File: config.mk
export PLATFORM = sky130hd
export DESIGN_NAME = rxdb_receiver
export DESIGN_NICKNAME = d
export VERILOG_FILES = /design/src/shared/rxdb_pkg.sv /design/src/hdl/rxdb_receiver.sv /design/src/hdl/rxdb_sync.sv
export VERILOG_INCLUDE_DIRS = /design/src /design/src/shared
export SDC_FILE = /design/constraint.sdc
export NUM_CORES = 1
export LEC_CHECK = 0
export BUFFER_PORTS_ARGS = -buffer_cell sky130_fd_sc_hd__buf_2
export CELL_PAD_IN_SITES_DETAIL_PLACEMENT = 1
export CELL_PAD_IN_SITES_GLOBAL_PLACEMENT = 1
export CORE_MARGIN = 3
export CORE_UTILIZATION = 46
export CTS_BUF_LIST = sky130_fd_sc_hd__clkbuf_8
export CTS_CLUSTER_SIZE = 30
export DETAILED_ROUTE_END_ITERATION = 7
export PLACE_DENSITY_LB_ADDON = 0.1
export SLEW_MARGIN = 20
export SYNTH_ARGS = -nofsm -noshare
export SYNTH_HDL_FRONTEND = slang
export SYNTH_SLANG_ARGS = --single-unit
File: constraint.sdc
create_clock -name mclk_in -period 1.9 [get_ports mclk_in]
set_input_delay 0 -clock mclk_in [delete_from_list [all_inputs] [get_ports mclk_in]]
set_output_delay 0 -clock mclk_in [all_outputs]
set_load 0.1 [all_outputs]
File: src/shared/rxdb_defines.svh
// Constants of the double-buffered two-wire receiver: reset values and
// bit positions. Definitions only; included by bare name.
`ifndef RXDB_DEFINES_SVH
`define RXDB_DEFINES_SVH

// Idle level of both bus lines (released, pulled high).
`define RXDB_LINE_IDLE 2'h3
// Reset content of the holding buffer.
`define RXDB_BUF_RST 8'h00
// Bits already shifted in while the seventh bit of a byte is arriving.
`define RXDB_WIN_CNT 4'h6

`endif

File: src/shared/rxdb_pkg.sv
// Types shared by the receiver and its line synchroniser.
// Assumes nothing beyond a SystemVerilog compiler.
package rxdb_pkg;

   // Both bus lines as one carrier; scl is the high bit.
   typedef struct packed {
      logic scl;
      logic sda;
   } rxdb_line_t;

   typedef enum logic [1:0] {
      RXDB_IDLE,
      RXDB_DATA,
      RXDB_STRETCH,
      RXDB_ACK
   } rxdb_state_t;

endpackage : rxdb_pkg
File: src/hdl/rxdb_receiver.sv
// Receive path of a two-wire bus controller, master or slave receiver,
// with a shift register feeding one holding buffer.
// Assumes the bus lines are asynchronous pins and the reader (CPU or DMA)
// runs on mclk_in.
`timescale 1ns/1ps
`include "rxdb_defines.svh"

module rxdb_receiver #(
   parameter int DATA_W = 8
) (
   // Clock and reset
   input wire logic mclk_in,
   input wire logic rst_n_in,
   // Bus pins
   input wire logic scl_in,
   input wire logic sda_in,
   output logic scl_out,
   output logic scl_oe_out,
   output logic sda_out,
   output logic sda_oe_out,
   // Configuration
   input wire logic rx_en_in,
   input wire logic master_mode_in,
   // Reader side
   input wire logic rd_in,
   output logic [DATA_W-1:0] rx_holding_buffer_out,
   output logic rx_byte_ready_flag_out,
   output logic clock_line_low_flag_out,
   output logic bus_error_out,
   output logic master_abort_out
);

   // ----------------------------------------------------------------
   // Parameter check
   // ----------------------------------------------------------------
   // The fault window sits at the seventh bit, so a byte needs at least seven.
   if (DATA_W < 7 || DATA_W > 15) begin : g_bad_width
      $error("rxdb_receiver: DATA_W must lie between 7 and 15");
   end

   localparam logic [3:0] LAST_CNT = 4'(DATA_W);

   // ----------------------------------------------------------------
   // Line synchronisation
   // ----------------------------------------------------------------
   rxdb_pkg::rxdb_line_t line_raw;
   rxdb_pkg::rxdb_line_t line_s;
   rxdb_pkg::rxdb_line_t line_rise;
   rxdb_pkg::rxdb_line_t line_fall;

   assign line_raw = '{scl: scl_in, sda: sda_in};

   rxdb_sync u_sync (
      .mclk_in(mclk_in),
      .rst_n_in(rst_n_in),
      .line_in(line_raw),
      .line_s_out(line_s),
      .rise_out(line_rise),
      .fall_out(line_fall)
   );

   // ----------------------------------------------------------------
   // Decoding
   // ----------------------------------------------------------------
   rxdb_pkg::rxdb_state_t st_r;
   rxdb_pkg::rxdb_state_t st_nxt;
   logic [3:0] cnt_r;
   logic [3:0] cnt_nxt;
   logic [DATA_W-1:0] shift_r;
   logic [DATA_W-1:0] shift_nxt;
   logic [DATA_W-1:0] buf_nxt;
   logic flag_nxt;

   wire start_det = line_fall.sda & line_s.scl;
   wire stop_det = line_rise.sda & line_s.scl;
   wire bit_take = (st_r == rxdb_pkg::RXDB_DATA) & line_rise.scl & (cnt_r < LAST_CNT);
   wire byte_done = (st_r == rxdb_pkg::RXDB_DATA) & line_fall.scl & (cnt_r == LAST_CNT);
   // Buffer free at the end of a byte: load at once and acknowledge.
   wire load_direct = byte_done & ~rx_byte_ready_flag_out;
   // Buffer still full: the clock is held low until the reader empties it.
   wire load_stretch = (st_r == rxdb_pkg::RXDB_STRETCH) & rd_in;
   wire load = load_direct | load_stretch;
   // A read that races the seventh bit of the next byte breaks the transfer.
   // Reads before or after that bit are harmless.
   wire err_hit = (st_r == rxdb_pkg::RXDB_DATA) & (cnt_r == `RXDB_WIN_CNT)
                  & rx_byte_ready_flag_out & rd_in;
   wire ack_end = (st_r == rxdb_pkg::RXDB_ACK) & line_fall.scl;

   // ----------------------------------------------------------------
   // Next state
   // ----------------------------------------------------------------
   always_comb begin
      st_nxt = st_r;
      cnt_nxt = cnt_r;
      shift_nxt = shift_r;
      if (!rx_en_in || stop_det) begin
         st_nxt = rxdb_pkg::RXDB_IDLE;
      end else if (start_det) begin
         st_nxt = rxdb_pkg::RXDB_DATA;
         cnt_nxt = 4'h0;
      end else begin
         unique case (st_r)
            rxdb_pkg::RXDB_IDLE: begin
               cnt_nxt = 4'h0;
            end
            rxdb_pkg::RXDB_DATA: begin
               if (err_hit) begin
                  // Both roles drop to idle: the byte is lost, and as a slave
                  // the released data line answers the ninth clock with NACK.
                  st_nxt = rxdb_pkg::RXDB_IDLE;
                  cnt_nxt = 4'h0;
               end else if (bit_take) begin
                  shift_nxt = {shift_r[DATA_W-2:0], line_s.sda};
                  cnt_nxt = cnt_r + 4'h1;
               end else if (load_direct) begin
                  st_nxt = rxdb_pkg::RXDB_ACK;
               end else if (byte_done) begin
                  st_nxt = rxdb_pkg::RXDB_STRETCH;
               end
            end
            rxdb_pkg::RXDB_STRETCH: begin
               if (load_stretch) begin
                  st_nxt = rxdb_pkg::RXDB_ACK;
               end
            end
            rxdb_pkg::RXDB_ACK: begin
               if (ack_end) begin
                  st_nxt = rxdb_pkg::RXDB_DATA;
                  cnt_nxt = 4'h0;
               end
            end
         endcase
      end
   end

   assign buf_nxt = load ? shift_r : rx_holding_buffer_out;
   // A load in the same cycle as a read wins, so no byte is missed.
   assign flag_nxt = load | (rx_byte_ready_flag_out & ~rd_in);

   // ----------------------------------------------------------------
   // Registers
   // ----------------------------------------------------------------
   always_ff @(posedge mclk_in) begin
      if (!rst_n_in) begin
         st_r <= rxdb_pkg::RXDB_IDLE;
         cnt_r <= 4'h0;
         shift_r <= '0;
      end else begin
         st_r <= st_nxt;
         cnt_r <= cnt_nxt;
         shift_r <= shift_nxt;
      end
   end

   always_ff @(posedge mclk_in) begin
      if (!rst_n_in) begin
         rx_holding_buffer_out <= DATA_W'(`RXDB_BUF_RST);
         rx_byte_ready_flag_out <= 1'h0;
         clock_line_low_flag_out <= 1'h0;
         bus_error_out <= 1'h0;
         master_abort_out <= 1'h0;
      end else begin
         rx_holding_buffer_out <= buf_nxt;
         rx_byte_ready_flag_out <= flag_nxt;
         clock_line_low_flag_out <= ~line_s.scl;
         bus_error_out <= err_hit;
         master_abort_out <= err_hit & master_mode_in;
      end
   end

   // Pin drivers: both lines are only ever pulled low.
   // After a stretch the clock is held one cycle into the acknowledge, so the data
   // line is already low when the clock rises and no start condition is formed.
   wire clk_hold = (st_nxt == rxdb_pkg::RXDB_STRETCH) | (st_r == rxdb_pkg::RXDB_STRETCH);

   always_ff @(posedge mclk_in) begin
      if (!rst_n_in) begin
         scl_out <= 1'h0;
         sda_out <= 1'h0;
         scl_oe_out <= 1'h0;
         sda_oe_out <= 1'h0;
      end else begin
         scl_out <= 1'h0;
         sda_out <= 1'h0;
         scl_oe_out <= clk_hold;
         sda_oe_out <= (st_nxt == rxdb_pkg::RXDB_ACK);
      end
   end
endmodule : rxdb_receiver

File: src/hdl/rxdb_sync.sv
// Two-flop synchroniser for the bus lines plus edge detection.
// Assumes the lines are asynchronous to mclk_in.
`timescale 1ns/1ps
`include "rxdb_defines.svh"

module rxdb_sync (
   // Clock and reset
   input wire logic mclk_in,
   input wire logic rst_n_in,
   // Raw lines
   input wire rxdb_pkg::rxdb_line_t line_in,
   // Synchronised levels and one-cycle edges
   output rxdb_pkg::rxdb_line_t line_s_out,
   output rxdb_pkg::rxdb_line_t rise_out,
   output rxdb_pkg::rxdb_line_t fall_out
);

   rxdb_pkg::rxdb_line_t meta_r;
   rxdb_pkg::rxdb_line_t sync_r;
   rxdb_pkg::rxdb_line_t prev_r;

   // The first stage feeds only the second; edges compare stages two and three.
   always_ff @(posedge mclk_in) begin
      if (!rst_n_in) begin
         meta_r <= `RXDB_LINE_IDLE;
         sync_r <= `RXDB_LINE_IDLE;
         prev_r <= `RXDB_LINE_IDLE;
      end else begin
         meta_r <= line_in;
         sync_r <= meta_r;
         prev_r <= sync_r;
      end
   end

   assign line_s_out = sync_r;
   assign rise_out = sync_r & ~prev_r;
   assign fall_out = ~sync_r & prev_r;

endmodule : rxdb_sync

Word level (Yosys, flattened, before mapping)
Cells that the tools add are included.

Register bits after elaboration: 34. Bits of input ports: 7. Output and inout bits: 16. Word-level logic and storage cells: 74.

Add/subtract/negate cells: 1. Order comparisons: 1. Equality and inequality tests: 9. Mux-type cells: 14. Bitwise gates (word level): 27. Reduce and logical (&&, ||, !) cells: 6.

Operators by type and width (number): $mux W2 (8); $mux W4 (4); $and A1 B1 Y1 (14); $pmux W4 S3 (1); $eq A2 B2 Y1 const B (4); $not A1 Y1 (6); $pmux W2 S3 (1); $reduce_and A5 Y1 (1); $add A4 B1 Y4 const B (1); $and A2 B2 Y2 (2); $eq A4 B3 Y1 const B (1); $eq A4 B4 Y1 const B (1); $lt A4 B4 Y1 const B (1); $ne A4 B4 Y1 const B (1); $not A2 Y2 (2); $reduce_and A4 Y1 (1); $reduce_bool A4 Y1 (1); $ne A3 B3 Y1 const B (1); $or A1 B1 Y1 (3); $eq A2 B1 Y1 const B (1); $logic_not A2 Y1 (1); $logic_not A1 Y1 (1); $logic_or A1 B1 Y1 (1).

Logic depth before layout (Yosys ltp)
Gate-level depths: netlist of run 1.

Depth in word-level cells: 13. Mapped depth: 8. Depth with buffers taken out: 7.

Cells and area by module
From an unflattened synthesis of run 1, not the netlist that was laid out.

Cells, all modules: 165. Area, all modules: 1580.3 um^2.

Modules (own cells, without submodules): rxdb_receiver (times used 1, cells an instance 149, area each 1397.6 um^2, sequential area each 560.5 um^2); rxdb_sync (times used 1, cells an instance 16, area each 182.7 um^2, sequential area each 120.1 um^2).

Least setup slack after synthesis of run 1
OpenSTA, ideal clock, no wires.

Path kind: register -> register. Start: reg rx_byte_ready_flag_out. End: reg cnt_r[0]. Setup time: 0.070 ns. Arrival: 2.144 ns. Data required time: 1.830 ns. Slack: -0.314 ns. Cell stages (with the launch flop): 6. Path buffers: 0. Period minus slack after synthesis: 2.214 ns. Cell sequence: dfxtp_1 > nand4_2 > o2111ai_2 > o211ai_4 > or3_1 > a21boi_1.

Word-level cells in the longest chain between the ends: 5. Elaborated cells between the ends (all ways): 7. Classes of those cells: eq/ne (1); mux (3); bitwise (2); reduce/logical (1).

Ends and longest elaborated chain: from (decl) (RTL line rxdb_receiver.sv:27) `output logic rx_byte_ready_flag_out,`; from (signal assigned) (RTL line rxdb_receiver.sv:164) `rx_byte_ready_flag_out <= flag_nxt;`; $and A1 B1 Y1 (*) (2 in series) (RTL line rxdb_receiver.sv:85) `` wire err_hit = (st_r == rxdb_pkg::RXDB_DATA) & (cnt_r == `RXDB_WIN_CNT) ``; $mux W4 (RTL line rxdb_receiver.sv:107) `if (err_hit) begin`; $pmux W4 S3 (RTL line rxdb_receiver.sv:102) `unique case (st_r)`; $mux W4 (RTL line rxdb_receiver.sv:98) `end else if (start_det) begin`; to (signal assigned) (RTL line rxdb_receiver.sv:150) `cnt_r <= cnt_nxt;`; to (decl) (RTL line rxdb_receiver.sv:67) `logic [3:0] cnt_r;`.

Every way passes the cells marked *; elsewhere a longest branch is shown, timed or not. A chain may end at the register's enable or synchronous reset.

Worst setup path after layout of run 1
Start: reg st_r[0]. End: reg cnt_r[1].

Word-level cells in the longest chain between the ends: 7. Elaborated cells between the ends (all ways): 16. Classes of those cells: eq/ne (4); mux (3); bitwise (6); reduce/logical (3).

Ends and longest elaborated chain: from (decl) (RTL line rxdb_receiver.sv:65) `rxdb_pkg::rxdb_state_t st_r;`; from (signal assigned) (RTL line rxdb_receiver.sv:145) `st_r <= rxdb_pkg::RXDB_IDLE;`; from (signal assigned) (RTL line rxdb_receiver.sv:149) `st_r <= st_nxt;`; $eq A2 B1 Y1 (RTL line rxdb_receiver.sv:76, rxdb_receiver.sv:85, rxdb_receiver.sv:102); $and A1 B1 Y1 (3 in series) (RTL line rxdb_receiver.sv:85); $mux W4 (RTL line rxdb_receiver.sv:107); $pmux W4 S3 (RTL line rxdb_receiver.sv:102); $mux W4 (RTL line rxdb_receiver.sv:98).

Several ways; a longest one is shown, not always the timed one.

==> results of run 1 <==
==> Yosys cell counts (2+ instances only) <==
library cell and number:
sky130_fd_sc_hd__nor2b_1 19, sky130_fd_sc_hd__o21ai_0 2, sky130_fd_sc_hd__and3_1 2, sky130_fd_sc_hd__nand3b_1 2, sky130_fd_sc_hd__mux2i_1 16, sky130_fd_sc_hd__ha_1 8
sky130_fd_sc_hd__nand3_1 2, sky130_fd_sc_hd__dfxtp_1 34, sky130_fd_sc_hd__a21boi_1 2, sky130_fd_sc_hd__or3_1 2, sky130_fd_sc_hd__buf_4 4, sky130_fd_sc_hd__o211ai_1 2
sky130_fd_sc_hd__nand2_1 5, sky130_fd_sc_hd__inv_1 9, sky130_fd_sc_hd__a21oi_1 2, sky130_fd_sc_hd__nor2_1 6, sky130_fd_sc_hd__nand2b_1 5, sky130_fd_sc_hd__clkbuf_1 3
==> tightest hold or removal path: cells and delay by family <==
family | cells | cell delay (ns)
buffers and inverters | 1 | 0.14
AOI/OAI and AO/OA | 1 | 0.11
and+or+nand+nor | 1 | 0.11
==> layout by cell type, fill, tap and decap left out, drive strengths merged, types with 2 or more instances in the layout <==
master,n
a21boi,2
a21oi,2
and3,2
buf,27
bufinv,2
clkbuf,5
conb,2
dfxtp,34
dlygate4sd3,3
ha,8
inv,9
mux2i,16
nand2,5
nand2b,5
nand3,2
nand3b,2
nor2,6
nor2b,19
nor3b,2
o211ai,3
o21ai,3
or3,2
==> worst max-delay path by stage <==
| stage | startpoint | slack (ns) | endpoint |
|---|---|---|---|
| global route | st_r[0] | -0.04 | cnt_r[1] |
| CTS | st_r[1] | 0.02 | cnt_r[1] |
| floorplan | rx_byte_ready_flag_out | 0.07 | cnt_r[0] |
| finish | st_r[0] | 0.07 | cnt_r[1] |
| detailed placement | st_r[0] | -0.006 | cnt_r[1] |
| global placement | st_r[0] | 0.03 | cnt_r[0] |
==> cells by family after synthesis <==
group,count (synthesis),share of synthesized area
AO/OA/AOI/OAI,22,0.117
XOR/XNOR,1,0.00553
adder cells (fa/ha/maj),8,0.0632
buffers and inverters,17,0.0545
flip-flops,34,0.430
multiplexers,16,0.101
other,1,0.00237
AND/OR/NAND/NOR,52,0.226
==> flip-flops by register name, indices dropped and copies added (netlist names), 2 cells and up <==
register and count:
rx_holding_buffer_out 8, shift_r 8, cnt_r 4, st_r 2, u_sync.line_s_out 2, u_sync.meta_r 2, u_sync.prev_r 2
==> where the power goes <==
group / total [mW] / switching (mW) / internal (mW) / leakage (nW)
Sequential: 0.723 / 0.00562 / 0.718 / 0.278
Clock: 0.789 / 0.263 / 0.525 / 0.0683
Combinational: 0.0976 / 0.0615 / 0.0361 / 0.420
Total: 1.61 / 0.330 / 1.28 / 0.766
==> routing by layer <==
| metal | GRT usage | wire length, µm | vias up |
|---|---|---|---|
| met5 | 0 | 0 | - |
| met2 | 0.320 | 1730 | 27 |
| li1 | - | - | 577 |
| met1 | 0.214 | 1600 | 551 |
| met4 | 0.0554 | 99 | 0 |
| met3 | 0.0520 | 136 | 9 |
==> area by class of cell <==
type / count / area [µm²] / area share
Clock inverter: 3 / 68.8 / 0.0349
Inverter: 9 / 33.8 / 0.0171
Tap cell: 44 / 55.1 / 0.0279
Multi-Input combinational cell: 101 / 862 / 0.437
Timing Repair Buffer: 30 / 193 / 0.0978
Sequential cell: 34 / 689 / 0.350
Clock buffer: 5 / 68.8 / 0.0349
==> stage by stage <==
stage	power, mW	setup slack (ns)	setup TNS [ns]	area, µm²	cells
after floorplan	0.808	0.0670	0	1590	152
after global placement	0.823	0.0271	0	1730	212
after detailed placement	0.825	-0.00556	-0.00556	1730	212
after CTS	1.62	0.0156	0	1900	223
after global routing	1.68	-0.0402	-0.0402	1970	226
final	1.61	0.0705	0	1970	226
==> what timing repair did <==
action,4_1_cts,5_1_grt
gates resized for setup,1,14
cloned,0,1
endpoints found under the hold margin,3,0
setup buffers,0,2
hold buffers,3,0
endpoints found under the setup margin,2,20
pin swaps,0,2
==> impl_metrics.py, run 1 <==
metrics = {
    "yosys": {
        "ys_seq_area_frac": 0.430,
        "synthDistinctLibCells": 44,
        "syn-instance-count": 151,
        "synth_async_sr_flop_share": 0,
        "post-synth-top-area-fraction": 0.430,
        "dominantRegCellSynth": "sky130_fd_sc_hd__dfxtp_1",
        "synthTopCellsByArea": "sky130_fd_sc_hd__dfxtp_1 (43%), sky130_fd_sc_hd__mux2i_1 (10%), sky130_fd_sc_hd__nor2b_1 (7.5%), sky130_fd_sc_hd__ha_1 (6.3%), sky130_fd_sc_hd__inv_1 (2.1%)",
        "post_synth_instance_area_um2": 1580,
        "synth.avg_cell_area_um2": 10.5,
        "synth.yosys.warnings": 0,
        "postSynthRegisterBits": 34,
        "synth_edf_count": 0,
        "synthDominantAreaCellType": "sky130_fd_sc_hd__dfxtp_1",
    },
    "drt": {
        "drt-vias-per-instance": 5.15,
        "dr.first_iter.drc_count": 50,
        "tritonroute_pass_1_iters": 4,
        "detail-route-antenna-nets": 0,
        "drt_wl_total_um": 3570,
        "remaining_drc_errors": 0,
        "detail_routed_net_length_per_standard_cell_um": 15.8,
        "dr_total_vias": 1164,
    },
    "pwr": {
        "static_leakage_power_nw": 0.766,
        "power_density_nw_per_um2": 817,
        "ir_worst_vdd_uv": 584,
    },
    "setup_path": {
        "critical_path_peak_fanout": 8,
        "timing.critical_path.depth": 7,
        "crit_path_start_kind": "flop",
        "cp_slowest_stage_delay_ns": 0.39,
        "worst_r2r_path_depth": 7,
        "required_ns": 2.10,
        "cp_data_arrival_time_ns": 2.03,
        "worstReg2RegStart": "st_r[0]",
        "worstSetupPathType": "reg2reg",
        "cp-end-kind": "flop",
        "top_cell_family_by_delay_on_the_critical_path": "simple AND/OR/NAND/NOR gates",
        "reg2reg_slack_ns": 0.07,
        "critical_path_buffers_and_inverters": 1,
        "crit_path_cell_trace": "inv_1, ha_1, nor2b_1, a21oi_2, o211ai_4, or3_1, a21boi_1",
        "rr_endpoint": "cnt_r[1]",
        "worst_path_max_delay_cell": "sky130_fd_sc_hd__dfxtp_4",
    },
    "floorplanning": {
        "die-height_um": 64.7,
        "floorplan_die_area_um2": 4180,
        "rows": 20,
        "floorplan.die.width_um": 64.7,
        "core_region_area_um2": 3180,
        "ios": 23,
        "start_util": 0.498,
    },
    "clocking": {
        "clk_transition_reported_paths_ns": 0.07,
        "clock-sinks": 34,
        "cts.path.max_buffers": 2,
        "clock_insertion_delay_worst_skew_ns": 0.28,
        "tritoncts.num_buffers": 5,
        "tritoncts": "built",
        "cts_htree_levels": 2,
        "clock-root-buffer": "sky130_fd_sc_hd__clkbuf_8",
    },
    "timing": {
        "fmax_mhz": 547,
        "hold_viol_final": 0,
        "finalCriticalPeriod_ns": 1.83,
        "setup_viol_count_final": 0,
        "drv_slew": 0,
        "tightest_slew_ns": 0.500,
        "timing.max_slew.rel_slack": 0.665,
        "period_share": 0.963,
        "hold-worst-slack_ns": 0.108,
        "fin_worst_skew_ns": 0.00541,
    },
    "layout": {
        "final_layout_size_suffix_gt1_frac": 0.286,
        "final_util": 0.620,
        "fillerInstances": 363,
        "area_growth_pct": 24.5,
        "nNetsFinal": 196,
        "diodes": 0,
    },
    "run_status": {
        "status": "finished clean",
    },
    "placed_design": {
        "dpl.hpwl_um": 2430,
        "place.gp.congestion": 0.767,
        "buffer_ports.inserted": 20,
    },
    "global_route": {
        "grt_usage": 0.182,
        "number_of_global_route_vias_before_repair": 1230,
        "antenna_violations_before_repair": 0,
        "grt_first_pass_wirelength_um": 5820,
        "grt_max_degree": 34,
        "grt_overflow": 0,
    },
    "worst_hold_path": {
        "min-delay-start": "rd_in",
        "timing.hold.worst_path_depth": 3,
        "hold_end": "rx_byte_ready_flag_out",
        "hold_class": "in2reg",
    },
    "job": {
        "maximum_capacitance_violations": 0,
    },
}
No activity file was read; power rests on OpenSTA's default activity.
==> inputs of run 2 (changes only) <==
- CORE_MARGIN: 3 -> default
- GPL_TIMING_DRIVEN: default -> 0
==> impl_metrics.py, run 2 (same netlist as run 1, synthesis figures left out) <==
metrics = {
    "timing": {
        "drv_slew": 0,
        "hold_viol_final": 0,
        "timing.max_slew.rel_slack": 0.625,
        "finalSetupTns_ns": 0,
        "finalCriticalPeriod_ns": 1.86,
        "hold-worst-slack_ns": 0.0563,
        "setup_viol_count_final": 0,
        "fmax_mhz": 539,
        "fin_worst_skew_ns": 0.00545,
        "period_share": 0.977,
        "timing.final.ws_setup_ns": 0.0436,
        "tightest_slew_ns": 0.558,
    },
    "global_route": {
        "antenna_violations_before_repair": 0,
        "grt_usage": 0.210,
        "grt_overflow": 0,
        "grt_first_pass_wirelength_um": 5470,
        "number_of_global_route_vias_before_repair": 1144,
        "grt_max_degree": 12,
    },
    "pwr": {
        "total_switching_power_mw": 0.333,
        "share_comb_of_total_power": 0.073,
        "design_power_total_mw": 1.38,
        "power_report.internal_total_mw": 1.04,
        "power_density_nw_per_um2": 703,
        "sequentialPowerShare": 0.525,
        "ir_worst_vdd_uv": 454,
        "static_leakage_power_nw": 0.758,
        "clock_power_share": 0.403,
        "power_switching_share": 0.242,
    },
    "setup_path": {
        "cp-end-kind": "flop",
        "worst_setup_path_startpoint": "st_r[1]",
        "worst_r2r_path_depth": 8,
        "crit_path_end": "scl_oe_out",
        "required_ns": 2.08,
        "reg2reg_slack_ns": 0.04,
        "cp_data_arrival_time_ns": 2.04,
        "crit_path_start_kind": "flop",
        "critical_path_peak_fanout": 10,
        "rr_endpoint": "scl_oe_out",
        "worstReg2RegStart": "st_r[1]",
        "worstSetupPathType": "reg2reg",
    },
    "floorplanning": {
        "rows": 20,
        "core_region_area_um2": 3150,
        "floorplan.die.width_um": 60.7,
        "floorplan_die_area_um2": 3680,
        "die-height_um": 60.7,
        "ios": 23,
        "start_util": 0.502,
    },
    "drt": {
        "drt_wl_total_um": 3780,
        "dr_total_vias": 1205,
        "detail_routed_net_length_per_standard_cell_um": 16.4,
        "dr.first_iter.drc_count": 37,
        "detail-route-antenna-nets": 0,
        "drt-vias-per-instance": 5.22,
        "tritonroute_pass_1_iters": 4,
        "remaining_drc_errors": 0,
    },
    "clocking": {
        "cts.path.max_buffers": 2,
        "clock-root-buffer": "sky130_fd_sc_hd__clkbuf_8",
        "clock_insertion_delay_worst_skew_ns": 0.29,
        "cts_htree_levels": 2,
        "clk_transition_reported_paths_ns": 0.07,
        "clock-sinks": 34,
        "tritoncts": "built",
        "tritoncts.num_buffers": 5,
    },
    "placed_design": {
        "place.gp.congestion": 0.788,
        "dpl.hpwl_um": 2400,
        "buffer_ports.inserted": 20,
        "dp_worst_setup_slack_ns": -0.101,
        "number_of_cells_in_the_design_after_placement": 216,
        "dpl_cell_area_um2": 1740,
    },
    "layout": {
        "final_util": 0.621,
        "stdcell_count": 231,
        "final_layout_size_suffix_gt1_frac": 0.283,
        "final_common_cell": "sky130_fd_sc_hd__dfxtp_1",
        "diodes": 0,
        "nNetsFinal": 201,
        "area_growth_pct": 23.6,
        "biggestRegsByFlops": "rx_holding_buffer_out x8, shift_r x8, cnt_r x4",
        "final_area_um2": 1960,
        "leading_cell_types_in_the_layout_fill_and_taps_excluded": "sky130_fd_sc_hd__dfxtp_1 (31), sky130_fd_sc_hd__buf_2 (21), sky130_fd_sc_hd__nor2b_1 (19), sky130_fd_sc_hd__mux2i_1 (16), sky130_fd_sc_hd__inv_1 (9)",
    },
    "run_status": {
        "status": "finished clean",
    },
    "worst_hold_path": {
        "hold_class": "in2reg",
    },
    "job": {
        "maximum_capacitance_violations": 0,
    },
}
[run 2: cell type report]
| class | count | area, µm² |
|---|---|---|
| buffer | 8 | 56.3 |
| clock buffer | 6 | 82.6 |
| clock inverter | 2 | 12.5 |
| fill | 379 | 1200 |
| inverter | 9 | 33.8 |
| multi-input combinational | 101 | 857 |
| sequential | 34 | 689 |
| tap | 44 | 55.1 |
| timing repair buffer | 27 | 170 |
[run 2: critical path, cell delays in order, from the launching register on]
cell                       delay, ns
sky130_fd_sc_hd__dfxtp_4        0.37
sky130_fd_sc_hd__inv_1          0.07
sky130_fd_sc_hd__ha_2           0.20
sky130_fd_sc_hd__buf_6          0.14
sky130_fd_sc_hd__a21o_1         0.17
sky130_fd_sc_hd__a221oi_1       0.22
sky130_fd_sc_hd__o22a_1         0.27
sky130_fd_sc_hd__nor3b_2        0.08
sky130_fd_sc_hd__a22o_1         0.22
[run 2: worst min path at each step]
stage	startpoint	end	cells after the start	slack (ns)
after CTS	rst_n_in	st_r[0]	3	0.04
final	rst_n_in	st_r[0]	3	0.06
after global placement	scl_in	u_sync.meta_r[1]	2	0.18
after global routing	rst_n_in	st_r[0]	3	0.08
after detailed placement	scl_in	u_sync.meta_r[1]	2	0.19
after floorplan	sda_in	u_sync.meta_r[0]	1	0.10
[run 2: routing by layer]
layer | global-route usage | wire, µm | vias to the layer above
met4 | 0.0909 | 132 | 0
met3 | 0.0597 | 144 | 13
met1 | 0.252 | 1630 | 577
met5 | 0 | 0 | -
met2 | 0.350 | 1880 | 30
li1 | - | - | 585
[run 2: power groups by stage]
stage	registers (mW)	logic, mW	clock network, mW
6_report	0.722	0.0998	0.554
5_1_grt	0.723	0.107	0.597
4_1_cts	0.725	0.0946	0.563
3_5_place_dp	0.741	0.0890	0
3_3_place_gp	0.740	0.0866	0
2_1_floorplan	0.743	0.0647	0
[run 2: timing repair]
action / CTS / global route
endpoints found under the setup margin: 11 / 21
pin swaps: 2 / 3
hold endpoints to repair: 3 / 0
buffers inserted: 2 / 1
gates resized for setup: 2 / 13
cloned: 0 / 1
hold buffers: 3 / 0
==> inputs of run 3 (changes only) <==
- PLACE_DENSITY: default -> 0.93
- PLACE_DENSITY_LB_ADDON: 0.1 -> default
==> impl_metrics.py, run 3 (same netlist as run 1, synthesis figures left out) <==
metrics = {
    "timing": {
        "setup_viol_count_final": 1,
        "finalSetupTns_ns": -0.0345,
        "hold_viol_final": 0,
        "drv_slew": 0,
        "finalCriticalPeriod_ns": 1.93,
        "fmax_mhz": 517,
        "fin_worst_skew_ns": 0.00833,
        "tightest_slew_ns": 0.519,
        "timing.final.ws_setup_ns": -0.0345,
        "period_share": 1.02,
        "timing.max_slew.rel_slack": 0.652,
    },
    "layout": {
        "diodes": 0,
        "stdcell_count": 232,
        "seq_cell_area_um2": 688,
        "biggestRegsByFlops": "rx_holding_buffer_out x8, shift_r x8, cnt_r x4",
        "leading_cell_types_in_the_layout_fill_and_taps_excluded": "sky130_fd_sc_hd__dfxtp_1 (30), sky130_fd_sc_hd__buf_2 (20), sky130_fd_sc_hd__nor2b_1 (19), sky130_fd_sc_hd__mux2i_1 (16), sky130_fd_sc_hd__inv_1 (7)",
        "final_common_cell": "sky130_fd_sc_hd__dfxtp_1",
        "area_growth_pct": 26.2,
        "multiInputGateArea_um2": 876,
        "final_layout_size_suffix_gt1_frac": 0.303,
        "final_area_um2": 2000,
        "fillerInstances": 357,
        "nNetsFinal": 202,
    },
    "setup_path": {
        "crit_path_start_kind": "flop",
        "crit_path_cell_trace": "ha_2, nand4_4, buf_4, a221oi_2, o22a_1, nor3b_2, a22o_1",
        "top_cell_family_by_delay_on_the_critical_path": "compound AO/OA/AOI/OAI gates",
        "required_ns": 2.09,
        "cp_data_arrival_time_ns": 2.13,
        "cp_slowest_stage_delay_ns": 0.42,
        "worst_path_max_delay_cell": "sky130_fd_sc_hd__dfxtp_1",
        "critical_path_buffers_and_inverters": 1,
        "critical_path_peak_fanout": 5,
        "worstSetupPathType": "reg2reg",
        "cp-end-kind": "flop",
    },
    "clocking": {
        "clock-sinks": 34,
        "cts_htree_levels": 2,
        "tritoncts": "built",
        "clock_insertion_delay_worst_skew_ns": 0.30,
        "clk_transition_reported_paths_ns": 0.08,
        "cts.path.max_buffers": 2,
        "tritoncts.num_buffers": 5,
        "clock-root-buffer": "sky130_fd_sc_hd__clkbuf_8",
    },
    "floorplanning": {
        "floorplan.die.width_um": 60.7,
        "die-height_um": 60.7,
        "ios": 23,
        "core_region_area_um2": 3150,
        "floorplan_die_area_um2": 3680,
        "start_util": 0.502,
        "rows": 20,
    },
    "placed_design": {
        "number_of_cells_in_the_design_after_placement": 216,
        "dp_worst_setup_slack_ns": -0.0849,
        "dpl_cell_area_um2": 1740,
        "buffer_ports.inserted": 20,
        "place.gp.congestion": 0.813,
        "dpl.hpwl_um": 2490,
    },
    "global_route": {
        "antenna_violations_before_repair": 0,
        "grt_overflow": 0,
        "grt_usage": 0.246,
        "number_of_global_route_vias_before_repair": 1277,
        "grt_first_pass_wirelength_um": 6240,
        "grt_max_degree": 12,
    },
    "drt": {
        "drt_wl_total_um": 4450,
        "dr.first_iter.drc_count": 75,
        "remaining_drc_errors": 0,
        "detail_routed_net_length_per_standard_cell_um": 19.2,
        "tritonroute_pass_1_iters": 4,
        "dr_total_vias": 1272,
        "drt-vias-per-instance": 5.48,
        "detail-route-antenna-nets": 0,
    },
    "pwr": {
        "design_power_total_mw": 1.41,
        "ir_worst_vdd_uv": 547,
        "power_density_nw_per_um2": 707,
        "static_leakage_power_nw": 0.779,
    },
    "run_status": {
        "failed_checks": "setup timing",
        "status": "complete, but fails checks",
    },
    "job": {
        "maximum_capacitance_violations": 0,
    },
    "worst_hold_path": {
        "hold_class": "in2reg",
    },
}
==> run 3: power by group <==
| group | internal (mW) | switching [mW] | total, mW | leakage [nW] |
|---|---|---|---|---|
| logic | 0.0434 | 0.0709 | 0.114 | 0.454 |
| registers | 0.718 | 0.00568 | 0.723 | 0.277 |
| clock network | 0.291 | 0.283 | 0.575 | 0.0472 |
==> run 3: cell type report <==
class / instances / share of cell area
timing repair buffer: 28 / 0.0965
buffer: 8 / 0.0282
inverter: 9 / 0.0169
clock buffer: 6 / 0.0414
sequential: 34 / 0.345
clock inverter: 2 / 0.00627
tap: 44 / 0.0276
multi-input combinational: 101 / 0.439
==> run 3: layer usage <==
metal / share of wire / vias to the layer above / GRT usage
li1: - / 590 / -
met1: 0.42 / 639 / 0.280
met2: 0.54 / 33 / 0.424
met3: 0.036 / 10 / 0.0768
met4: 0.013 / 0 / 0.110
met5: 0 / - / 0
==> run 3: what timing repair did <==
| action | in CTS | in global routing |
|---|---|---|
| hold buffers | 3 | 0 |
| gates resized for setup | 4 | 12 |
| buffers inserted | 2 | 3 |
| endpoints found under the hold margin | 3 | 0 |
| pin swaps | 2 | 3 |
| endpoints found under the setup margin | 11 | 21 |
==> run 3: final timing paths <==
| check | end | start | depth (start not counted) | slack (ns) |
|---|---|---|---|---|
| max | scl_oe_out | cnt_r[1] | 7 | -0.03 |
| min | clock_line_low_flag_out | rst_n_in | 2 | 0.05 |
| max reg2reg | scl_oe_out | cnt_r[1] | 7 | -0.03 |
| min reg2reg | u_sync.line_s_out[1] | u_sync.meta_r[1] | 1 | 0.41 |
==> run 3: stage by stage <==
stage	utilization	hold slack [ns]
finish	0.633	0.0492
global placement	0.553	0.183
global route	0.633	0.0584
CTS	0.605	0.0399
floorplan	-	0.101
detailed placement	0.553	0.185
